==> config.mk <==
export PLATFORM = sky130hd
export DESIGN_NAME = six_step_commutation_speed
export DESIGN_NICKNAME = d
export VERILOG_FILES = /design/src/rtl/commutation_pkg.sv /design/src/rtl/speed_divider.sv /design/src/rtl/six_step_commutation_speed.sv
export SDC_FILE = /design/constraint.sdc
export NUM_CORES = 2
export LEC_CHECK = 0
export BUFFER_PORTS_ARGS = -buffer_cell sky130_fd_sc_hd__buf_2
export CORE_ASPECT_RATIO = 1.1
export CORE_MARGIN = 1.5
export CORE_UTILIZATION = 30
export CTS_CLUSTER_DIAMETER = 50
export DETAILED_ROUTE_END_ITERATION = 16
export PLACE_DENSITY = 0.56
export SYNTH_ARGS = -nofsm -noshare
export SYNTH_HDL_FRONTEND = slang
export SYNTH_SLANG_ARGS = --single-unit
==> constraint.sdc <==
create_clock -name mclk_in -period 36.1 [get_ports mclk_in]
set_input_delay 0 -clock mclk_in [delete_from_list [all_inputs] [get_ports mclk_in]]
set_output_delay 0 -clock mclk_in [all_outputs]
set_load 0.03 [all_outputs]
==> src/rtl/commutation_pkg.sv <==
package commutation_pkg;

  // ------------------------------------------------------------------
  // sectors and switch pattern
  // ------------------------------------------------------------------
  localparam logic [2:0] SECTOR_NONE  = 3'h0;
  localparam logic [2:0] SECTOR_FIRST = 3'h1;
  localparam logic [2:0] SECTOR_LAST  = 3'h6;
  localparam int         SECTOR_COUNT = 6;
  localparam int         SECTOR_WIDTH_DEG = 60;
  localparam int         FULL_TURN_DEG    = 360;
  // first sector spans 330 deg through 30 deg
  localparam int         SECTOR1_START_DEG = 330;

  // switch vector order: {a_hi, b_hi, c_hi, a_lo, b_lo, c_lo}
  localparam logic [5:0] SW_OPEN = 6'h00;
  localparam logic [5:0] SW_S1   = 6'h22; // a high, b low
  localparam logic [5:0] SW_S2   = 6'h21; // a high, c low
  localparam logic [5:0] SW_S3   = 6'h11; // b high, c low
  localparam logic [5:0] SW_S4   = 6'h14; // b high, a low
  localparam logic [5:0] SW_S5   = 6'h0c; // c high, a low
  localparam logic [5:0] SW_S6   = 6'h0a; // c high, b low

  // ------------------------------------------------------------------
  // widths and reset values
  // ------------------------------------------------------------------
  localparam int         INTERVAL_WIDTH = 24;
  localparam int         SPEED_WIDTH    = 16;
  localparam int         DUTY_WIDTH     = 12;
  localparam int         POLE_WIDTH     = 4;
  localparam int         GAIN_WIDTH     = 8;
  localparam int         DUTY_SHIFT     = 8;
  localparam logic [3:0] POLE_PAIRS_RST = 4'h1;

  // speed scale: clock 40 MHz, speed reported in revolutions per minute
  localparam int         CLOCK_HZ       = 40000000;
  localparam int         SEC_PER_MIN    = 60;
  localparam longint     SPEED_NUMER    = longint'(CLOCK_HZ) * SEC_PER_MIN;

  // a divide takes one cycle per quotient bit
  localparam int         DIV_WIDTH      = 32;

  typedef enum logic [2:0] {
    DIV_IDLE = 3'b001,
    DIV_RUN  = 3'b010,
    DIV_DONE = 3'b100
  } div_state_t;

endpackage : commutation_pkg

==> src/rtl/speed_divider.sv <==
`timescale 1ns/1ps
// serial restoring divider, one quotient bit per clock
module speed_divider #(
  parameter int WIDTH = commutation_pkg::DIV_WIDTH
) (
  input  wire logic             mclk_in,
  input  wire logic             rst_n_in,
  input  wire logic             start_in,
  input  wire logic [WIDTH-1:0] dividend_in,
  input  wire logic [WIDTH-1:0] divisor_in,
  output logic                  done_out,
  output logic      [WIDTH-1:0] quotient_out
);

  typedef struct packed {
    commutation_pkg::div_state_t state;
    logic [WIDTH-1:0]            rem;
    logic [WIDTH-1:0]            quo;
    logic [WIDTH-1:0]            den;
    logic [5:0]                  cnt;
    logic                        done;
    logic [WIDTH-1:0]            result;
  } div_t;

  div_t div_reg;
  div_t div_next;

  // --------------------------------------------------------------
  // next state
  // --------------------------------------------------------------
  always_comb begin
    logic [WIDTH:0] trial;
    trial = '0;
    div_next = div_reg;
    div_next.done = 1'b0;
    case (div_reg.state)
      commutation_pkg::DIV_IDLE: begin
        if (start_in) begin
          div_next.rem   = '0;
          div_next.quo   = dividend_in;
          div_next.den   = divisor_in;
          div_next.cnt   = 6'(WIDTH);
          div_next.state = commutation_pkg::DIV_RUN;
        end
      end
      commutation_pkg::DIV_RUN: begin
        trial = {div_reg.rem, div_reg.quo[WIDTH-1]} - {1'b0, div_reg.den};
        if (!trial[WIDTH]) begin
          div_next.rem = trial[WIDTH-1:0];
          div_next.quo = {div_reg.quo[WIDTH-2:0], 1'b1};
        end else begin
          div_next.rem = {div_reg.rem[WIDTH-2:0], div_reg.quo[WIDTH-1]};
          div_next.quo = {div_reg.quo[WIDTH-2:0], 1'b0};
        end
        div_next.cnt = div_reg.cnt - 6'h01;
        if (div_reg.cnt == 6'h01) begin
          div_next.state = commutation_pkg::DIV_DONE;
        end
      end
      commutation_pkg::DIV_DONE: begin
        // a zero divisor saturates instead of returning garbage
        div_next.result = (div_reg.den == '0) ? '1 : div_reg.quo;
        div_next.done   = 1'b1;
        div_next.state  = commutation_pkg::DIV_IDLE;
      end
      default: begin
        div_next.state = commutation_pkg::DIV_IDLE;
      end
    endcase
  end

  // --------------------------------------------------------------
  // state register
  // --------------------------------------------------------------
  always_ff @(posedge mclk_in or negedge rst_n_in) begin
    if (!rst_n_in) begin
      div_reg       <= '0;
      div_reg.state <= commutation_pkg::DIV_IDLE;
    end else begin
      div_reg <= div_next;
    end
  end

  assign done_out     = div_reg.done;
  assign quotient_out = div_reg.result;

endmodule : speed_divider

==> src/rtl/six_step_commutation_speed.sv <==
`timescale 1ns/1ps
module six_step_commutation_speed #(
  parameter int IW = commutation_pkg::INTERVAL_WIDTH,
  parameter int SW = commutation_pkg::SPEED_WIDTH,
  parameter int DW = commutation_pkg::DUTY_WIDTH,
  parameter int GW = commutation_pkg::GAIN_WIDTH
) (
  input  wire logic          mclk_in,
  input  wire logic          rst_n_in,
  input  wire logic          enable_in,
  input  wire logic          load_sector_in,
  input  wire logic [2:0]    start_sector_in,
  input  wire logic          commutate_in,
  input  wire logic [3:0]    pole_pairs_in,
  input  wire logic [SW-1:0] speed_request_in,
  input  wire logic [GW-1:0] prop_gain_in,
  input  wire logic [GW-1:0] integ_gain_in,
  output logic               phase_a_high_switch_out,
  output logic               phase_b_high_switch_out,
  output logic               phase_c_high_switch_out,
  output logic               phase_a_low_switch_out,
  output logic               phase_b_low_switch_out,
  output logic               phase_c_low_switch_out,
  output logic [2:0]         sector_out,
  output logic [IW-1:0]      commutation_interval_out,
  output logic [SW-1:0]      mech_speed_out,
  output logic               speed_valid_out,
  output logic [DW-1:0]      duty_out,
  output logic [8:0]         mech_angle_out
);

  localparam int DIVW = commutation_pkg::DIV_WIDTH;
  localparam int ACCW = SW + GW + 4;
  localparam int SUMW = IW + 3;

  // --------------------------------------------------------------
  // helper functions
  // --------------------------------------------------------------
  // switch pattern for a sector; anything out of range opens all
  function automatic logic [5:0] sector_pattern(input logic [2:0] s);
    case (s)
      3'h1:    sector_pattern = commutation_pkg::SW_S1;
      3'h2:    sector_pattern = commutation_pkg::SW_S2;
      3'h3:    sector_pattern = commutation_pkg::SW_S3;
      3'h4:    sector_pattern = commutation_pkg::SW_S4;
      3'h5:    sector_pattern = commutation_pkg::SW_S5;
      3'h6:    sector_pattern = commutation_pkg::SW_S6;
      default: sector_pattern = commutation_pkg::SW_OPEN;
    endcase
  endfunction : sector_pattern

  // sector step with wrap from the last back to the first
  function automatic logic [2:0] next_sector(input logic [2:0] s);
    if (s == commutation_pkg::SECTOR_LAST || s == 3'h0) begin
      next_sector = commutation_pkg::SECTOR_FIRST;
    end else begin
      next_sector = s + 3'h1;
    end
  endfunction : next_sector

  // a sector number is usable only inside 1..6; 0 and 7 mean none
  function automatic logic sector_valid(input logic [2:0] s);
    sector_valid = (s >= commutation_pkg::SECTOR_FIRST) &&
                   (s <= commutation_pkg::SECTOR_LAST);
  endfunction : sector_valid

  // saturating clamp of a signed value into an unsigned field
  function automatic logic [DW-1:0] clamp_duty(
    input logic signed [ACCW-1:0] v
  );
    logic signed [ACCW-1:0] sh;
    sh = v >>> commutation_pkg::DUTY_SHIFT;
    if (sh < 0) begin
      clamp_duty = '0;
    end else if (sh > ACCW'((1 << DW) - 1)) begin
      clamp_duty = '1;
    end else begin
      clamp_duty = sh[DW-1:0];
    end
  endfunction : clamp_duty

  // --------------------------------------------------------------
  // state
  // --------------------------------------------------------------
  typedef struct packed {
    logic [2:0]              sector;
    logic [5:0]              sw;
    logic [IW-1:0]           timer;
    logic                    seen;
    logic [IW-1:0]           last_int;
    logic [5:0][IW-1:0]      ints;
    logic [2:0]              filled;
    logic                    div_start;
    logic [SW-1:0]           speed;
    logic                    speed_valid;
    logic signed [ACCW-1:0]  integ;
    logic [DW-1:0]           duty;
    logic [8:0]              mech_angle;
    logic [3:0]              poles;
  } state_t;

  state_t st_reg;
  state_t st_next;

  logic             div_done;
  logic [DIVW-1:0]  div_quot;
  logic [SUMW-1:0]  int_sum;
  logic [DIVW-1:0]  div_den;
  logic [DIVW-1:0]  div_num;

  // --------------------------------------------------------------
  // speed arithmetic
  // --------------------------------------------------------------
  // sum of the six sector intervals is one full electrical turn
  always_comb begin
    int_sum = '0;
    for (int i = 0; i < commutation_pkg::SECTOR_COUNT; i++) begin
      int_sum = int_sum + SUMW'(st_reg.ints[i]);
    end
  end

  // rpm = clocks per minute / (pole pairs * cycles per turn)
  // six saturated intervals times fifteen pole pairs still fit DIVW bits
  assign div_num = DIVW'(commutation_pkg::SPEED_NUMER);
  assign div_den = DIVW'(int_sum) * DIVW'(st_reg.poles);

  // a serial divide costs 35 cycles but little area; once a step is plenty
  speed_divider #(
    .WIDTH(DIVW)
  ) u_div (
    .mclk_in      (mclk_in),
    .rst_n_in     (rst_n_in),
    .start_in     (st_reg.div_start),
    .dividend_in  (div_num),
    .divisor_in   (div_den),
    .done_out     (div_done),
    .quotient_out (div_quot)
  );

  // --------------------------------------------------------------
  // next state
  // --------------------------------------------------------------
  always_comb begin
    logic signed [ACCW-1:0] err;
    logic signed [ACCW-1:0] pterm;
    logic signed [ACCW-1:0] iterm;
    logic [2:0]             ns;
    logic [11:0]            eang;
    logic signed [ACCW-1:0] pi_sum;
    logic [DW-1:0]          duty_new;
    err   = '0;
    pterm = '0;
    iterm = '0;
    ns    = '0;
    eang  = '0;
    pi_sum   = '0;
    duty_new = '0;
    st_next = st_reg;
    st_next.div_start = 1'b0;
    // pole-pair count is caught each cycle; zero is treated as one
    st_next.poles = (pole_pairs_in == 4'h0) ?
                    commutation_pkg::POLE_PAIRS_RST : pole_pairs_in;

    // free-running interval timer, sticks at full scale when stalled
    // so a stopped rotor reads slow instead of wrapping to a short gap
    if (st_reg.timer != '1) begin
      st_next.timer = st_reg.timer + IW'(1);
    end

    if (!enable_in) begin
      // disabled: open bridge, forget position and speed history
      st_next.sector = commutation_pkg::SECTOR_NONE;
      st_next.sw     = commutation_pkg::SW_OPEN;
      st_next.seen   = 1'b0;
      st_next.filled = '0;
      st_next.integ  = '0;
    end else if (load_sector_in) begin
      // a sector must be chosen before anything conducts
      ns = sector_valid(start_sector_in) ? start_sector_in :
           commutation_pkg::SECTOR_NONE;
      st_next.sector = ns;
      st_next.sw     = sector_pattern(ns);
      st_next.timer  = '0;
      st_next.seen   = 1'b0;
      st_next.filled = '0;
    end else if (commutate_in && sector_valid(st_reg.sector)) begin
      // step to the next sector on each commutation event
      ns = next_sector(st_reg.sector);
      st_next.sector = ns;
      st_next.sw     = sector_pattern(ns);
      // restart at one so back-to-back events measure one cycle, not zero
      st_next.timer  = IW'(1);
      st_next.seen   = 1'b1;
      // first event only starts the timer; a partial gap is not a sixth
      if (st_reg.seen) begin
        st_next.last_int = st_reg.timer;
        st_next.ints[st_reg.sector - 3'h1] = st_reg.timer;
        if (st_reg.filled != 3'h6) begin
          st_next.filled = st_reg.filled + 3'h1;
        end
        if (st_reg.filled >= 3'h5) begin
          st_next.div_start = 1'b1;
        end
      end
    end

    // speed updates once all six sector intervals are known; a result
    // still in flight across a load or disable belongs to the old
    // history and is dropped, since the fill count has been cleared
    // limitation: a start is ignored while the divider is busy, so with
    // commutations closer than its latency the speed lags a few steps
    if (div_done && st_reg.filled == 3'h6) begin
      st_next.speed = (div_quot > DIVW'({SW{1'b1}})) ?
                      '1 : div_quot[SW-1:0];
      st_next.speed_valid = 1'b1;
    end
    if (!enable_in || load_sector_in) begin
      st_next.speed_valid = 1'b0;
      st_next.speed       = '0;
    end

    // PI speed loop, integrator frozen at duty limits (anti-windup)
    err   = ACCW'(speed_request_in) - ACCW'(st_reg.speed);
    pterm = err * ACCW'(prop_gain_in);
    iterm = st_reg.integ + err * ACCW'(integ_gain_in);
    pi_sum   = pterm + iterm;
    duty_new = clamp_duty(pi_sum);
    if (enable_in && sector_valid(st_reg.sector)) begin
      // the integrator moves only while the output is inside its range,
      // or when the error pulls it back off a limit; this keeps it from
      // winding up during a stall at full duty
      if (duty_new != '1 && duty_new != '0) begin
        st_next.integ = iterm;
      end else if (clamp_duty(st_reg.integ) == '0 && err > 0) begin
        st_next.integ = iterm;
      end else if (clamp_duty(st_reg.integ) == '1 && err < 0) begin
        st_next.integ = iterm;
      end
      st_next.duty = duty_new;
    end else begin
      st_next.duty = '0;
    end

    // mechanical angle: sector start angle over pole pairs, in degrees;
    // it moves in steps of 60/p degrees, any finer position has to be
    // interpolated outside from the interval timer
    if (!sector_valid(st_reg.sector)) begin
      st_next.mech_angle = '0;
    end else begin
      eang = 12'((commutation_pkg::SECTOR1_START_DEG +
             (int'(st_reg.sector) - 1) * commutation_pkg::SECTOR_WIDTH_DEG)
             % commutation_pkg::FULL_TURN_DEG);
      st_next.mech_angle = 9'(eang / 12'(st_reg.poles));
    end
  end

  // --------------------------------------------------------------
  // state register
  // --------------------------------------------------------------
  // reset opens every switch and clears all interval timers
  // the pole count leaves reset at one so the angle divide never sees zero
  always_ff @(posedge mclk_in or negedge rst_n_in) begin
    if (!rst_n_in) begin
      st_reg       <= '0;
      st_reg.poles <= commutation_pkg::POLE_PAIRS_RST;
    end else begin
      st_reg <= st_next;
    end
  end

  // --------------------------------------------------------------
  // outputs, all straight from flops
  // --------------------------------------------------------------
  // nothing is decoded after the flops, so the bridge sees no glitch
  // while the sector changes
  assign phase_a_high_switch_out  = st_reg.sw[5];
  assign phase_b_high_switch_out  = st_reg.sw[4];
  assign phase_c_high_switch_out  = st_reg.sw[3];
  assign phase_a_low_switch_out   = st_reg.sw[2];
  assign phase_b_low_switch_out   = st_reg.sw[1];
  assign phase_c_low_switch_out   = st_reg.sw[0];
  assign sector_out               = st_reg.sector;
  assign commutation_interval_out = st_reg.last_int;
  assign mech_speed_out           = st_reg.speed;
  assign speed_valid_out          = st_reg.speed_valid;
  assign duty_out                 = st_reg.duty;
  assign mech_angle_out           = st_reg.mech_angle;

endmodule : six_step_commutation_speed

# Word level (Yosys, flattened, before mapping)
# Index checks and enable logic that the tools add are counted.
[op_classes] addsub=16 multipliers=4 n_div=2 n_lt_le_gt_ge=14 eq_ne=27 mux=51 bitwise_logic=1 n_reduce_logical=24
[op_table] op="two-way mux 206 bit" count=1
[op_table] op="two-way mux 172 bit" count=1
[op_table] op="bitwise mux 144 bit" count=1
[op_table] op="two-way mux 28 bit" count=5
[op_table] op="one-hot mux 64 bit (2 select lines)" count=1
[op_table] op="two-way mux 12 bit" count=10
[op_table] op="two-way mux 105 bit" count=1
[op_table] op="demux 24 bit (select 3 bit)" count=1
[op_table] op="two-way mux 24 bit" count=3
[op_table] op="one-hot mux 6 bit (6 select lines)" count=2
[op_table] op="two-way mux 64 bit" count=1
[op_table] op="adder 27 x 24 -> 27 bit" count=2
[op_table] op="multiplier 17 x 9 -> 26 bit" count=2
[op_table] op="> comparator 20 x 13 -> 1 bit (second input constant)" count=2
[op_table] op="< comparator 20 x 1 -> 1 bit (second input constant)" count=2
[op_table] op="two-way mux 17 bit" count=2
[op_table] op="two-way mux 34 bit" count=1
[op_table] op="two-way mux 33 bit" count=1
[op_table] op="subtractor 33 x 31 -> 33 bit" count=1
[op_table] op="> comparator 32 x 16 -> 1 bit (second input constant)" count=1
[op_table] op="logical NOT 32 bit" count=1
[op_table] op="modulo 32 x 10 -> 32 bit (second input constant)" count=1
[op_table] op="two-way mux 32 bit" count=1
[op_table] op="multiplier 27 x 4 -> 31 bit" count=1
[op_table] op="other kinds (50)" count=94
[word_totals] register_bits=413 inputBits=44 out_inout_bits=71 word_cells=165

# Longest topological paths before layout
[logic_depth] depth_word=22 depth_mapped=121 ltp_nobuf=117

# By module
# A second synthesis with hierarchy kept.
[unflattened] cells_unflattened=4362 hier_area_um2=41061.9
[modules_own_cells] module="six_step_commutation_speed" instances=1 cells_each=3518 area_each_um2=33205.6 seq_area_each_um2=6907.9
[modules_own_cells] module="speed_divider" instances=1 cells_each=844 area_each_um2=7856.3 seq_area_each_um2=3454.6

# Worst setup path before layout
# OpenSTA, ideal clock, no wires.
[synth_timing] path_kind="register to register" start="register st_reg (netlist bit sector_out[0])" end="register st_reg (netlist bit mech_angle_out[0])" setup_ns=0.155 arrival_time_ns=24.042 required_ns=35.945 slack_ns=11.903 stages_incl_launch_ff=117 path_buffers=5 period_less_slack_ns=24.197 cell_sequence="dfrtp_1 clkbuf_1 inv_1 ha_1 ha_1 inv_1 ha_1 nand2_1 o21ai_0 ha_1 inv_1 fa_1 a21boi_2 o22ai_1 a211oi_2 nor2_1 a221o_1 buf_4 (+81 left out) a21oi_1 o2111ai_1 or4_1 buf_4 mux2i_1 ha_1 o21ai_0 nand2b_1 a21oi_1 inv_1 nand4bb_4 nor2_1 a21oi_1 ha_1 a21o_1 a21oi_1 and3b_1 a41oi_1"
[synth_rtl] item="start: declaration" line="six_step_commutation_speed.sv:102" rtl="state_t st_reg;"
[synth_rtl] item="start signal: assignment" line="six_step_commutation_speed.sv:267" rtl="st_reg <= st_next;"

==> results.md <==
* Clock skew at 0.0608 ns
* Post-DRT Antenna Nets at 0
* Initial Util at 30.2%
* DR iter-0 viols at 1,445
* CP endpoint kind: flop
* Vias at 28,700
* Crit share post-route at 80.4%
* Kind of critical path: reg2reg
* Root Buffer: clkbuf_16
* Run status: finished clean
* Worst relative slew slack at 18.0%
* Die Ht at 386 µm
* Max Buffers Root-to-Sink at 3
* Antenna violations before repair at 3
* Post-Synth Adder-Cell Area at 29.5%
* DIE AREA at 0.135 mm²
* FP Rows at 140
* Fillers at 13,600
* Vias in the first global route at 30,400
* Register clock-pin slew on the reported worst setup and hold paths at 0.06 ns
* Syn Std Cell Area at 0.0400 mm²
* Syn avg cell area at 9.56 µm²
* Share of cells above drive strength 1 at 12.1%
* Detail Placement HPWL at 71,800 µm
* Clock latency on the worst-skew pair at 0.67 ns
* CP top delay family: compound AO/OA/AOI/OAI gates
* Main combinational cell family by area after synthesis: adder cells
* Crit path max fanout at 18
* Grt ovf at 0
* Pin count of the biggest net entering global routing at 79
* Distinct cells, synth at 100
* Yosys warnings at 0
* Fin Hold WS at 0.107 ns
* Ports at 115
* Area Growth Syn to Fin at 10.9%
* DRC viols at 0
* Asr flop ratio synth at 100%
* WL/cell at 15.7 µm
* Post-synthesis compound-gate area fraction at 12.4%
* Final setup fails at 0
* Core area at 0.132 mm²
* H-Tree Depth at 2
* RSZ-0062 raised after global routing: no
* Worst endpoint required time at 36.62 ns
* Cell accounting for the most synthesized area: dfrtp_1
* Slowest stage delay, CP at 0.94 ns
* XOR/XNOR Fraction of Synth Area at 4.45%
* Seq cells post-synth at 413
* CTS sink count at 413
* Number of synthesized flops with an enable pin at 0
* Post-Route Setup TNS at 0 ns
* Mux share of post-synthesis cell area at 6.19%
* Post-synth net total at 4,932
* Port Buffer Count at 114
* GPL Wtd Cong at 0.829
* Hold Path Class: in2reg
* Synth Flop Type: dfrtp_1
* WP buf/inv at 6
* Gr usage total at 14.4%
* Max-slew violation count at 0
* Die X at 351 µm
* Slowest-stage cell, CP: o21ai_0
* Critical path startpoint category: flop
* Max cap viols at 0
* Global-route wire length before repair at 159,000 µm
* Final Hold Viols at 0
* Tightest Pin Transition at 1.22 ns
* Arrival @ worst endpoint at 29.53 ns
* Min Tclk post-route at 29.01 ns
* CTS buffer count at 59
* Vias per cell at 4.77
* Simple-Gate Fraction of Synth Area at 13.3%
* Post-Synthesis Cells at 4,181
* Top cell type's share of synthesized area at 25.7%
* Initial DRT Pass Iterations at 5
* Post-CTS Setup Bufs at 0
* Dominant cells by area after synthesis: dfrtp_1, fa_1, ha_1
* Fraction of the yosys area taken by sequential cells at 25.9%
* Max frequency at 34.5 MHz
* ANT cells at 0
* Final layout net count at 4,937
* Final WL at 94,600 µm
* CTS tree: done
==> tightest hold or removal path, stage by stage <==
cell,delay [ns]
dlygate4sd3_1,0.52
buf_2,0.09
or2_2,0.12
==> Yosys cell counts, types with 28 or more instances <==
library cell and number:
dfrtp_1 411, mux2i_1 38, a21oi_1 169, o22a_1 39, mux2_2 180, o21a_1 31, inv_1 579, a21o_1 33
nor2b_1 28, nor3_1 70, clkbuf_1 142, nand3_1 69, fa_1 392, ha_1 315, nor2_1 204, o21bai_1 78
nand2_1 380, o21ai_0 166, buf_4 68, xnor2_1 151, and2_1 188, xor2_1 43
==> final cells by class <==
type	count	area (µm²)	share of cell area (%)
inverters	581	2180	4.92
flip-flops and latches	413	10300	23.3
multi-input cells	2957	26400	59.5
well taps	1775	2220	5.01
clock buffers	67	1570	3.53
repair buffers	174	1100	2.48
clock inverters	45	546	1.23
==> logic make-up after synthesis <==
logic type / after synthesis
DFF: 413
muxes: 222
xor gates and xnor gates: 198
AOI/OAI and AO/OA: 741
buffers and inverters: 811
and+or+nand+nor: 1089
adders and majority gates: 707
==> layer usage <==
layer | global-route usage, % | up-vias | wire length [µm]
met5 | 0 | - | 0
met4 | 2.79 | 0 | 1490
met3 | 1.84 | 105 | 3090
met2 | 25.4 | 386 | 46200
met1 | 18.8 | 14400 | 43900
li1 | - | 13800 | -
==> metrics by stage <==
stage	setup WS [ns]	instances	instance area [µm²]	utilization (%)
2_1_floorplan	11.90	4181	40000	-
3_3_place_gp	8.25	5880	42000	31.8
3_5_place_dp	7.40	5880	42000	31.8
4_1_cts	7.28	6012	44300	33.5
5_1_grt	4.78	6012	44300	33.5
6_report	7.09	6012	44300	33.5
==> cell usage in the layout, fill, tap and decap left out, types with 33 or more instances in the layout <==
cell type and n:
fa_1 392, inv_1 578, xnor2_1 150, a21o_1 33, nand3_1 69, and2_1 188
xor2_1 43, dfrtp_1 411, nor3_1 70, a21oi_1 168, buf_2 113, buf_4 40
mux2i_1 38, o21ai_0 165, nand2_1 380, clkbuf_16 59, nor2_1 202, o22a_1 39
mux2_2 180, o21bai_1 78, ha_1 315
==> path summary, 6_finish.rpt <==
path | slack (ns) | depth (start not counted) | to | start
max | 7.09 | 110 | mech_angle_out[0] | sector_out[0]
min | 0.11 | 3 | st_reg[0] | pole_pairs_in[0]
max reg2reg | 7.09 | 110 | mech_angle_out[0] | sector_out[0]
min reg2reg | 0.48 | 1 | u_div.div_reg[38] | u_div.div_reg[38]
max in group asynchronous | 33.76 | 5 | st_reg[29] | rst_n_in
min in group asynchronous | 0.37 | 3 | st_reg[71] | rst_n_in
==> timing repair <==
| action | CTS | global route |
|---|---|---|
| hold endpoints to repair | 112 | 0 |
| hold buffers | 20 | 0 |
| gates resized for setup | 0 | 0 |
Power is left out: the tool's default activity adds up to more than one toggle a clock period on the data nets, which glitch-free logic cannot reach.
